### src/common/fcps_cfg.svh
`ifndef FCPS_CFG_SVH
`define FCPS_CFG_SVH
// Command addresses and data, word mode.
`define FCPS_ADDR_UNLOCK1   22'h000555
`define FCPS_ADDR_UNLOCK2   22'h0002aa
`define FCPS_DATA_UNLOCK1   16'h00aa
`define FCPS_DATA_UNLOCK2   16'h0055
`define FCPS_DATA_PROGRAM   16'h00a0
`define FCPS_DATA_ERASE     16'h0080
`define FCPS_DATA_SECTOR    16'h0030
`define FCPS_DATA_CHIP      16'h0010
`define FCPS_DATA_ERASED    8'hff
// Status bit positions.
`define FCPS_BIT_POLL       7
`define FCPS_BIT_TIMEOUT    5
// Timing: clock period and bus figures in ns, sector erase window in us.
`define FCPS_CLK_NS         4
`define FCPS_WR_PULSE_NS    35
`define FCPS_WR_HIGH_NS     20
`define FCPS_RD_ACCESS_NS   70
`define FCPS_RD_HIGH_NS     20
`define FCPS_RST_PULSE_NS   500
`define FCPS_RST_HIGH_NS    200
`define FCPS_TOW_US         50
`define FCPS_WR_PULSE_CYC   ((`FCPS_WR_PULSE_NS + `FCPS_CLK_NS - 1) / `FCPS_CLK_NS)
`define FCPS_WR_HIGH_CYC    ((`FCPS_WR_HIGH_NS + `FCPS_CLK_NS - 1) / `FCPS_CLK_NS)
`define FCPS_RD_ACCESS_CYC  ((`FCPS_RD_ACCESS_NS + `FCPS_CLK_NS - 1) / `FCPS_CLK_NS + 1)
`define FCPS_RD_HIGH_CYC    ((`FCPS_RD_HIGH_NS + `FCPS_CLK_NS - 1) / `FCPS_CLK_NS)
`define FCPS_RST_PULSE_CYC  ((`FCPS_RST_PULSE_NS + `FCPS_CLK_NS - 1) / `FCPS_CLK_NS)
`define FCPS_RST_HIGH_CYC   ((`FCPS_RST_HIGH_NS + `FCPS_CLK_NS - 1) / `FCPS_CLK_NS)
`define FCPS_TOW_CYC        ((`FCPS_TOW_US * 1000 + `FCPS_CLK_NS - 1) / `FCPS_CLK_NS)
`endif

### src/common/fcps_pkg.sv
package fcps_pkg;
   typedef enum logic [1:0] {
      FCPS_OP_PROGRAM = 2'h0,
      FCPS_OP_SECTOR  = 2'h1,
      FCPS_OP_CHIP    = 2'h2,
      FCPS_OP_RESET   = 2'h3
   } fcps_op_e;
   typedef enum logic [8:0] {
      FCPS_IDLE  = 9'h001,
      FCPS_RSTLO = 9'h002,
      FCPS_RSTHI = 9'h004,
      FCPS_WLO   = 9'h008,
      FCPS_WHI   = 9'h010,
      FCPS_RLO   = 9'h020,
      FCPS_RHI   = 9'h040,
      FCPS_EVAL  = 9'h080,
      FCPS_DONE  = 9'h100
   } fcps_state_e;
   typedef logic [21:0] fcps_addr_t;
   typedef logic [15:0] fcps_data_t;
endpackage

### src/hw/fcps_ctrl.sv
// Overview of operation
// [RQ1] Sector erase: five prefix writes, address/30h.
// [RQ2] Chip erase: five prefix writes, 555h/10h.
// [RQ3] Extra sectors queued; device waits 50 us.
// [RQ4] Erase done only when polling reads FFh.
// [RQ5] Program polls bit 7 until true data.
// [RQ6] On timeout flag, re-read poll bit first.
// [RQ7] Per word: program, poll, verify, advance.
// [RQ8] Program is four writes, address and data last.
// [RQ9] Device restores protection after temporary unprotect.
// [RQ10] Device goes busy within 90 ns.
// [RQ11] Device suspends erase within 20 us.
// [RQ12] Reset released 200 ns before first read.
// [RQ13] Device data valid 70 ns after enable.
// [RQ14] Protect: output enable 4 us before strobe.
// [RQ15] Sector erase lasts up to 2.0 s.
// [RQ16] Chip erase final cycle uses word address 555h.
// [RQ17] Toggle bit flips while device is busy.
// [RQ18] Ready returns when the operation ends.
`include "fcps_cfg.svh"

module fcps_ctrl (
   // Clock and reset.
   input  wire logic               clock,
   input  wire logic               sys_rst,
   // User command port.
   input  wire logic               cmd_valid,
   input  wire fcps_pkg::fcps_op_e cmd_op,
   input  wire fcps_pkg::fcps_addr_t cmd_addr,
   input  wire fcps_pkg::fcps_data_t cmd_data,
   input  wire logic               cmd_more,
   output logic                    cmd_ready,
   output logic                    done_pulse,
   output logic                    done_fail,
   // Flash pins.
   output fcps_pkg::fcps_addr_t    flash_addr,
   output logic                    flash_ce_n,
   output logic                    flash_oe_n,
   output logic                    flash_we_n,
   output logic                    flash_reset_n,
   output fcps_pkg::fcps_data_t    flash_dq_out,
   output logic                    flash_dq_oe_n,
   input  wire fcps_pkg::fcps_data_t flash_dq_in,
   input  wire logic               ready_busy_out
);
   import fcps_pkg::*;

   localparam int CNT_W = 24;

   ////////////////////////////////////////////////////////////////////////////
   // Pin synchronisers.
   fcps_data_t  dq_s1_q;
   fcps_data_t  dq_s2_q;
   logic        rb_s1_q;
   logic        rb_s2_q;
   always_ff @(posedge clock) begin
      dq_s1_q <= flash_dq_in;
      dq_s2_q <= dq_s1_q;
      rb_s1_q <= ready_busy_out;
      rb_s2_q <= rb_s1_q;
   end

   ////////////////////////////////////////////////////////////////////////////
   // Sequencer state.
   fcps_state_e      state_q;
   fcps_op_e         op_q;
   fcps_addr_t       addr_q;
   fcps_data_t       data_q;
   logic [2:0]       step_q;
   logic [CNT_W-1:0] cnt_q;
   logic             recheck_q;
   logic             more_q;

   // Command length: program four writes, erases six.
   wire        is_prog  = (op_q == FCPS_OP_PROGRAM);
   wire [2:0]  last_stp = is_prog ? 3'h3 : 3'h5;                     // RQ8
   wire        cnt_zero = (cnt_q == '0);

   // Capture of a queued sector while the current one is being written.
   wire take_more = (state_q == FCPS_WHI) && cnt_zero && (step_q == last_stp) && more_q;
   // A queued sector address goes to the pins in the same edge that starts its write.
   fcps_addr_t tgt_addr;
   logic [2:0] step_d;
   assign tgt_addr = take_more ? cmd_addr : addr_q;

   // Address and data of the write cycle about to run, decoded from the next step.
   // The pins are registered, so decoding the current step would show the previous
   // cycle's address for one clock while the strobe is already low.
   fcps_addr_t wr_addr;
   fcps_data_t wr_data;
   always_comb begin
      wr_addr = `FCPS_ADDR_UNLOCK1;
      wr_data = `FCPS_DATA_UNLOCK1;
      unique case (step_d)
         3'h0: begin
            wr_addr = `FCPS_ADDR_UNLOCK1;
            wr_data = `FCPS_DATA_UNLOCK1;
         end
         3'h1, 3'h4: begin
            wr_addr = `FCPS_ADDR_UNLOCK2;
            wr_data = `FCPS_DATA_UNLOCK2;
         end
         3'h2: begin
            wr_addr = `FCPS_ADDR_UNLOCK1;
            wr_data = is_prog ? `FCPS_DATA_PROGRAM : `FCPS_DATA_ERASE; // RQ1
         end
         3'h3: begin
            wr_addr = is_prog ? tgt_addr : `FCPS_ADDR_UNLOCK1;       // RQ8
            wr_data = is_prog ? data_q : `FCPS_DATA_UNLOCK1;
         end
         3'h5: begin
            wr_addr = (op_q == FCPS_OP_CHIP) ? `FCPS_ADDR_UNLOCK1 : tgt_addr; // RQ16
            wr_data = (op_q == FCPS_OP_CHIP) ? `FCPS_DATA_CHIP          // RQ2
                                             : `FCPS_DATA_SECTOR;      // RQ1
         end
         default: begin
            wr_addr = `FCPS_ADDR_UNLOCK1;
            wr_data = `FCPS_DATA_UNLOCK1;
         end
      endcase
   end

   // Polling evaluation on the synchronised read data.
   wire poll_bit   = dq_s2_q[`FCPS_BIT_POLL];
   wire tout_bit   = dq_s2_q[`FCPS_BIT_TIMEOUT];
   wire prog_match = (poll_bit == data_q[`FCPS_BIT_POLL]);           // RQ5
   wire erase_done = (dq_s2_q[7:0] == `FCPS_DATA_ERASED);            // RQ4
   wire op_done    = is_prog ? prog_match : erase_done;
   wire verify_ok  = is_prog ? (dq_s2_q == data_q) : 1'b1;           // RQ7

   ////////////////////////////////////////////////////////////////////////////
   // Next state.
   fcps_state_e      state_d;
   logic [CNT_W-1:0] cnt_d;
   logic             recheck_d;
   logic             accept;
   always_comb begin
      state_d   = state_q;
      cnt_d     = cnt_zero ? cnt_q : cnt_q - 1'b1;
      step_d    = step_q;
      recheck_d = recheck_q;
      accept    = 1'b0;
      unique case (state_q)
         FCPS_IDLE: if (cmd_valid) begin
            accept    = 1'b1;
            step_d    = 3'h0;
            recheck_d = 1'b0;
            if (cmd_op == FCPS_OP_RESET) begin
               state_d = FCPS_RSTLO;
               cnt_d   = CNT_W'(`FCPS_RST_PULSE_CYC);
            end else begin
               state_d = FCPS_WLO;
               cnt_d   = CNT_W'(`FCPS_WR_PULSE_CYC);
            end
         end
         FCPS_RSTLO: if (cnt_zero) begin
            state_d = FCPS_RSTHI;
            cnt_d   = CNT_W'(`FCPS_RST_HIGH_CYC);                      // RQ12
         end
         FCPS_RSTHI: if (cnt_zero) state_d = FCPS_DONE;
         FCPS_WLO: if (cnt_zero) begin
            state_d = FCPS_WHI;
            cnt_d   = CNT_W'(`FCPS_WR_HIGH_CYC);
         end
         FCPS_WHI: if (cnt_zero) begin
            if (step_q == last_stp && more_q && op_q == FCPS_OP_SECTOR) begin
               // Another sector inside the 50 us window; only its last write repeats.
               state_d = FCPS_WLO;                                   // RQ3
               cnt_d   = CNT_W'(`FCPS_WR_PULSE_CYC);
            end else if (step_q == last_stp) begin
               state_d = FCPS_RLO;
               cnt_d   = CNT_W'(`FCPS_RD_ACCESS_CYC);
            end else begin
               state_d = FCPS_WLO;
               step_d  = step_q + 3'h1;
               cnt_d   = CNT_W'(`FCPS_WR_PULSE_CYC);
            end
         end
         FCPS_RLO: if (cnt_zero) state_d = FCPS_EVAL;
         FCPS_EVAL: begin
            // The read window is still open; the compared data is two synchroniser edges old.
            if (op_done && !recheck_q) begin
               state_d = FCPS_DONE;
            end else if (op_done) begin
               state_d = FCPS_DONE;
            end else if (recheck_q) begin
               state_d = FCPS_DONE;                                  // RQ6
            end else begin
               recheck_d = tout_bit;                                 // RQ6
               state_d   = FCPS_RHI;
               cnt_d     = CNT_W'(`FCPS_RD_HIGH_CYC);
            end
         end
         FCPS_RHI: if (cnt_zero) begin
            state_d = FCPS_RLO;                                      // RQ4
            cnt_d   = CNT_W'(`FCPS_RD_ACCESS_CYC);
         end
         FCPS_DONE: state_d = FCPS_IDLE;
         default:   state_d = FCPS_IDLE;
      endcase
   end

   wire fail_d    = (state_q == FCPS_EVAL) && !op_done && recheck_q;
   wire pass_d    = (state_q == FCPS_EVAL) && op_done;

   always_ff @(posedge clock) begin
      if (sys_rst) begin
         state_q   <= FCPS_IDLE;
         cnt_q     <= '0;
         step_q    <= 3'h0;
         recheck_q <= 1'b0;
         op_q      <= FCPS_OP_PROGRAM;
         addr_q    <= '0;
         data_q    <= '0;
         more_q    <= 1'b0;
      end else begin
         state_q   <= state_d;
         cnt_q     <= cnt_d;
         step_q    <= step_d;
         recheck_q <= recheck_d;
         if (accept) begin
            op_q   <= cmd_op;
            addr_q <= cmd_addr;
            data_q <= cmd_data;
            more_q <= cmd_more;
         end else if (take_more) begin
            addr_q <= cmd_addr;                                      // RQ3
            more_q <= cmd_valid && cmd_more;
         end
      end
   end

   ////////////////////////////////////////////////////////////////////////////
   // Registered outputs.
   wire in_wr  = (state_d == FCPS_WLO) || (state_d == FCPS_WHI);
   wire in_rd  = (state_d == FCPS_RLO) || (state_d == FCPS_EVAL);
   wire in_rst = (state_d == FCPS_RSTLO);
   wire busy_d = (state_d != FCPS_IDLE);
   always_ff @(posedge clock) begin
      if (sys_rst) begin
         cmd_ready     <= 1'b0;
         done_pulse    <= 1'b0;
         done_fail     <= 1'b0;
         flash_addr    <= '0;
         flash_ce_n    <= 1'b1;
         flash_oe_n    <= 1'b1;
         flash_we_n    <= 1'b1;
         flash_reset_n <= 1'b1;
         flash_dq_out  <= '0;
         flash_dq_oe_n <= 1'b1;
      end else begin
         cmd_ready     <= !busy_d;
         done_pulse    <= (state_d == FCPS_DONE);
         if (pass_d || fail_d) begin
            done_fail  <= fail_d || (pass_d && !verify_ok);          // RQ7
         end
         flash_addr    <= in_rd ? addr_q : wr_addr;
         flash_ce_n    <= !(in_wr || in_rd);
         flash_oe_n    <= !in_rd;
         flash_we_n    <= !(state_d == FCPS_WLO);
         flash_reset_n <= !in_rst;
         flash_dq_out  <= wr_data;
         flash_dq_oe_n <= !in_wr;
      end
   end

   ////////////////////////////////////////////////////////////////////////////
   // Checks.
   // Cycles since the flash reset pin was last released, saturating. It starts
   // saturated because the flash is not held in reset while the controller is.
   logic [7:0] rel_cnt_q;
   always_ff @(posedge clock) begin
      if (sys_rst) begin
         rel_cnt_q <= 8'hff;
      end else if (!flash_reset_n) begin
         rel_cnt_q <= 8'h00;
      end else if (rel_cnt_q != 8'hff) begin
         rel_cnt_q <= rel_cnt_q + 8'h01;
      end
   end

   read_after_rst_a: assert property (@(posedge clock) disable iff (sys_rst) // RQ12
      !flash_oe_n |-> rel_cnt_q >= 8'(`FCPS_RST_HIGH_CYC))
      else $error("Read began too soon after reset release.");
   prog_four_wr_a: assert property (@(posedge clock) disable iff (sys_rst) // RQ8
      (state_q == FCPS_WHI && cnt_zero && is_prog) |-> step_q <= 3'h3)
      else $error("Program sequence ran past four writes.");
   chip_addr_a: assert property (@(posedge clock) disable iff (sys_rst) // RQ16
      (!flash_we_n && op_q == FCPS_OP_CHIP && flash_dq_out == `FCPS_DATA_CHIP) |->
      flash_addr == `FCPS_ADDR_UNLOCK1)
      else $error("Chip erase final cycle at wrong address.");
   recheck_fail_a: assert property (@(posedge clock) disable iff (sys_rst) // RQ6
      (state_q == FCPS_EVAL && !op_done && !recheck_q) |=> !done_pulse)
      else $error("Failure declared without re-reading poll bit.");
   erase_ff_a: assert property (@(posedge clock) disable iff (sys_rst) // RQ4
      (state_q == FCPS_EVAL && !is_prog && !erase_done && !recheck_q) |=>
      state_q == FCPS_RHI)
      else $error("Erase judged complete before reading FFh.");
   we_oe_excl_a: assert property (@(posedge clock) disable iff (sys_rst) // RQ14
      !(!flash_we_n && !flash_oe_n))
      else $error("Write strobe and output enable both active.");
   ready_at_done_a: assert property (@(posedge clock) disable iff (sys_rst) // RQ18
      pass_d |-> rb_s2_q)
      else $error("Operation judged done while the device reports busy.");
endmodule
### config.mk
export PLATFORM = sky130hd
export DESIGN_NAME = fcps_ctrl
export DESIGN_NICKNAME = d
export VERILOG_FILES = /design/src/common/fcps_pkg.sv /design/src/hw/fcps_ctrl.sv
export VERILOG_INCLUDE_DIRS = /design/src /design/src/common
export SDC_FILE = /design/constraint.sdc
export NUM_CORES = 1
export LEC_CHECK = 0
export ABC_AREA = 1
export ABC_CLOCK_PERIOD_IN_PS = 5080
export BUFFER_PORTS_ARGS = -buffer_cell sky130_fd_sc_hd__buf_2
export CAP_MARGIN = 40
export CORE_MARGIN = 5
export CORE_UTILIZATION = 40
export CTS_CLUSTER_DIAMETER = 80
export DETAILED_ROUTE_END_ITERATION = 16
export GPL_ROUTABILITY_DRIVEN = 0
export GPL_TIMING_DRIVEN = 0
export HOLD_SLACK_MARGIN = 0.02
export REMOVE_ABC_BUFFERS = 1
export SYNTH_ARGS = -nofsm -noshare
export SYNTH_HDL_FRONTEND = slang
export SYNTH_SLANG_ARGS = --single-unit
### constraint.sdc
create_clock -name clock -period 5.08 [get_ports clock]
set_input_delay 0.254 -clock clock [delete_from_list [all_inputs] [get_ports clock]]
set_output_delay 0.254 -clock clock [all_outputs]
set_load 0.01 [all_outputs]
Word-level counts from Yosys, hierarchy flattened --
Cells that the tools add are included.
Word-level totals: bits in registers 156, input bits 61, output and inout port bits 46, logic and storage cells 137
Cells by class: add/subtract/negate cells 2, equal/unequal tests 30, multiplexer cells 54, reductions and logical operators 31
Operators by type and width (count):
- $mux 24 | 9
- $pmux 24 s6 | 1
- $mux 22 | 5
- $mux 9 | 10
- $pmux 9 s8 | 1
- $pmux 22 s3 | 1
- $pmux 16 s4 | 1
- $logic_not 24->1 | 1
- $mux 6 | 4
- $sub 24x1->24 const B | 1
- $eq 9x2->1 const B | 2
- $eq 9x4->1 const B | 2
- $eq 9x5->1 const B | 2
- $eq 9x6->1 const B | 2
- $eq 9x8->1 const B | 2
- $eq 16x16->1 | 1
- $mux 16 | 1
- $mux 3 | 5
- $logic_and 1x1->1 | 11
- $mux 1 | 10
- $mux 5 | 2
- $eq 9x1->1 const B | 1
- $eq 9x3->1 const B | 1
- $eq 9x7->1 const B | 1
- other kinds (22) | 40

Longest topological paths before layout --
word-level depth 12, gate-level depth with buffers 17, mapped depth without buffers 16

Worst setup path before layout --
Ideal clock, no wire load.
path kind reg2reg, start reg cnt_q[0], end reg flash_addr[12], library setup time 0.059 ns, arrival time 1.975 ns, required time 5.021 ns, slack 3.047 ns, stages on the path, launching flop included 16, buffers on the path 1, period minus slack after synthesis 2.033 ns, cell sequence dfxtp_1 inv_1 ha_1 nand2_1 nor2_2 nand2_2 nor2_8 nand3_2 nand2_2 nand3_2 nand2_4 nand2_4 nor3_4 buf_6 nand2_1 nand2_1
On the way: cells in the longest elaborated chain, start to end 8, elaborated cells on any way between the ends 26, those cells by class eq/ne: 6; mux: 14; reduce/logical: 6
Ends and longest elaborated chain:
- from (decl) | RTL line fcps_ctrl.sv:70 | logic [CNT_W-1:0] cnt_q;
- from (signal assigned) | RTL line fcps_ctrl.sv:218 | cnt_q <= cnt_d;
- $logic_not 24->1 (*) | RTL line fcps_ctrl.sv:77 | wire cnt_zero = (cnt_q == '0);
- branches (longest 6 deep; another with $pmux 22 s3)
- $mux 22 (*) | RTL line fcps_ctrl.sv:257 | flash_addr <= in_rd ? addr_q : wr_addr;
- to (signal assigned) | RTL line fcps_ctrl.sv:257
- to (decl) | RTL line fcps_ctrl.sv:36 | output fcps_pkg::fcps_addr_t flash_addr,
Every way passes the cells marked *. A chain may end at the register's enable or synchronous reset.

Final worst setup path --
start reg op_q[1], end reg addr_q[21]
On the way: cells in the longest elaborated chain, start to end 7
Ends and longest elaborated chain:
- from (decl) | RTL line fcps_ctrl.sv:66 | fcps_op_e op_q;
- from (signal assigned) | RTL line fcps_ctrl.sv:222 | op_q <= cmd_op;
- $logic_not 2->1 | RTL line fcps_ctrl.sv:75 | wire is_prog = (op_q == FCPS_OP_PROGRAM);
- $mux 3 | RTL line fcps_ctrl.sv:76 | wire [2:0] last_stp = is_prog ? 3'h3 : 3'h5;
- $eq 3x3->1 | RTL line fcps_ctrl.sv:80 | wire take_more = (state_q == FCPS_WHI) && cnt_zero && (step_q == last_stp) && more_q;
- $logic_and 1x1->1 (2 in a row) | RTL line fcps_ctrl.sv:80
- $mux 22 (2 in a row)
- to (signal assigned) | RTL line fcps_ctrl.sv:223 | addr_q <= cmd_addr;
- to (signal assigned) | RTL line fcps_ctrl.sv:227 | addr_q <= cmd_addr;
- to (decl) | RTL line fcps_ctrl.sv:67 | fcps_addr_t addr_q;
Every way passes these cells.

==> results.toml <==
[worst_setup_path]
worstReg2RegEnd = "addr_q[21]"
cp_max_fo = 17
r2r_cells = 10
path_class = "reg -> reg"
startpoint_type = "flip-flop"
end_kind = "flip-flop"
r2r_slack_ns = 1.64
cp_data_arrival_time_ns = 3.76
crit_required_ns = 5.40
regToRegStartpoint = "op_q[1]"

[die]
dieWidth_um = 144
row_count = 49
die-area_sq_um = 20900
ios = 107
start_util_pct = 40.4
core_sq_um = 17900
die_h_um = 144

[place]
port_buffers = 105
place_hpwl_um = 14000
pre_cts_ws_ns = 1.67

[drt]
wl_met3_um = 1180
routed_wirelength_um = 20000
highest_layer = "met5"
dr.pass1.iters = 5
avgRoutedWirePerCell_um = 14.6
drt-initial-drc-count = 370
viasPerCell = 5.06
drcViolationCount = 0
wl_met1_um = 9010
wl_met2_um = 9260
ant_nets = 0
vias = 6897

[flow_run]
maxCapViolations = 0

[global_routing]
grt_usage_pct = 19.4
grt_start_max_net_pins = 29
antenna_found_initial = 1
grt_pass1_vias = 6572
overflow = 0
grt_pass1_wl_um = 32200

[power_and_ir_drop]
p_leak_nw = 4.07
ir_drop_v = 0.000325
powerDensity_nw_per_um2 = 516

[run_status]
outcome = "finished, final reports clean"

[clock_tree]
clk_path_buf_depth = 2
root_buffer = "clkbuf_16"
htree_levels = 4
insertion_delay_ns = 0.43
tritoncts = "yes"
clkSinkCount = 156
path_clk_slew_ns = 0.07
postCtsSetupRepairBufs = 0
numCtsBuffers = 17

[min_path]
min_from = "cmd_addr[18]"
holdPathEnd = "addr_q[18]"
hp-class = "in -> reg"
min_path_cells = 3

[timing]
report.final.slew_viol_count = 0
finalHoldViolations = 0
setup_ws_ns = 1.64
setup_violations = 0
fin_crit_sh_pct = 67.8
skew_ns = 0.0129
rsz0062_at_grt = "false"
tightest_slew_ns = 0.788
max_slew_margin_pct = 47.4
min_period_ns = 3.44
finalSetupTns_ns = 0
fmax_mhz = 290

[finish]
fill_cells = 1781
diodes = 0
drive_gt1_share_pct = 17.3
flow.area_growth_from_synthesis_pct = 21.5
nets = 1187

[synth]
yosysSeqAreaShare_pct = 43.2
synth_area_leaders = "dfxtp_1 43%, nand2_1 11%, nor2_1 7.0%"
synth_area_leader_cell = "dfxtp_1"
synthesis.area_sq_um = 7230
synth-async-reset-ratio_pct = 0
synthTopCellsByCount = "219 x nand2_1, 156 x dfxtp_1, 134 x nor2_1, 96 x nand3_1, 77 x inv_1"
yosys_warnings = 0
netlist_instances = 1006
synth_top_cell_area_share_pct = 43.2
yosysMostFrequentCell = "nand2_1"
synth_flop_cell = "dfxtp_1"
synth_edf_count = 0
synth_seq_cells = 156
ys_types = 40
syn_area_per_cell_sq_um = 7.18
[layout by cell type (no fill, tap or decap), types with 3 or more instances in the layout]
cell type      count
nand2_4            4
nor3_1            19
nor2_2            10
xor2_1            12
nand2_2            8
a21oi_1           66
inv_6              4
xnor2_1           11
buf_2            108
dfxtp_1          156
or2_2              5
o21ai_0           53
inv_8              4
dlygate4sd3_1     16
and3_1             3
inv_2              5
nand3_2            5
ha_1               5
nor2_4             7
nor4_1             7
clkinv_4           3
o211ai_1          13
nand3b_1           3
nand2_1          219
nand4_1           20
nand3_1           96
clkbuf_16         17
nor2_1           133
o21ai_1           11
buf_8              6
inv_1             77
a211oi_1           8
[per-stage QoR]
step | instances | hold WS (ns) | power [mW] | cell area [sq um] | util [%]
6_report | 1363 | 0.0647 | 4.53 | 8780 | 49.0
3_5_place_dp | 1315 | 0.312 | 3.27 | 8030 | 44.9
5_1_grt | 1363 | 0.0588 | 4.89 | 8780 | 49.0
4_1_cts | 1363 | 0.0554 | 4.57 | 8780 | 49.0
2_1_floorplan | 968 | 0.282 | 2.84 | 7040 | -
3_3_place_gp | 1302 | 0.310 | 3.23 | 7850 | 43.9
[repair_timing]
item | CTS | global route
hold buffers | 16 | 0
endpoints found under the hold margin | 16 | 0
resized for setup | 0 | 0
[power breakdown]
part	leakage [nW]	switching (mW)	internal (mW)
logic	2.50	1.12	0.597
clock network	0.288	0.574	0.701
registers	1.29	0.137	1.39
[routing by layer]
metal / track usage, % / vias to the layer above
met4: 7.31 / 2
met5: 0 / -
met2: 31.3 / 201
met1: 25.3 / 3116
met3: 4.43 / 31
li1: - / 3547
[layout make-up]
type                            instances  area [sq um]  share of cell area, %
Timing Repair Buffer                  134           861                   9.81
Multi-Input combinational cell        729          3610                   41.1
Sequential cell                       156          3120                   35.6
Clock buffer                           19           433                   4.93
Clock inverter                         13           153                   1.74
Inverter                               83           312                   3.55
Tap cell                              229           287                   3.26
[flip-flops by register name (all words and copies together) (netlist names), 2 cells and up]
signal        cells
cnt_q            24
flash_addr       22
dq_s1_q          16
addr_q           22
flash_dq_out     16
op_q              2
dq_s2_q          16
step_q            3
data_q           16
state_q           9
[worst max-delay path, cell delays in order (launching register included)]
cell and delay, ns:
dfxtp_1 0.33, inv_1 0.10, nand2_1 0.32, nand2_1 0.24, nand3_2 0.16, nor2_2 0.64
nand2_1 0.47, nand2_1 0.53, inv_2 0.28, nor2_1 0.18, nor2_1 0.06
[how the worst max path moves through the flow]
| stage | startpoint | end | slack, ns | cells after the start |
|---|---|---|---|---|
| final | op_q[1] | addr_q[21] | 1.64 | 10 |
| after global routing | op_q[1] | addr_q[21] | 1.30 | 10 |
| after CTS | op_q[1] | addr_q[21] | 1.64 | 10 |
| after detailed placement | op_q[1] | addr_q[21] | 1.67 | 10 |
| after global placement | op_q[0] | more_q | -0.07 | 9 |
| after floorplan | op_q[0] | more_q | 1.80 | 9 |
[kinds of logic (layout without fill, tap and decap cells)]
logic type                 Yosys count  in the layout  share of synthesized area (%)
AOI/OAI and AO/OA                  159            159                           12.0
xor gates and xnor gates            23             23                           2.79
adders and majority gates            5              5                          0.866
buffers and inverters              121            249                           6.87
DFF                                156            156                           43.2
and+or+nand+nor                    542            542                           34.3
No activity file was read; power rests on OpenSTA's default activity.
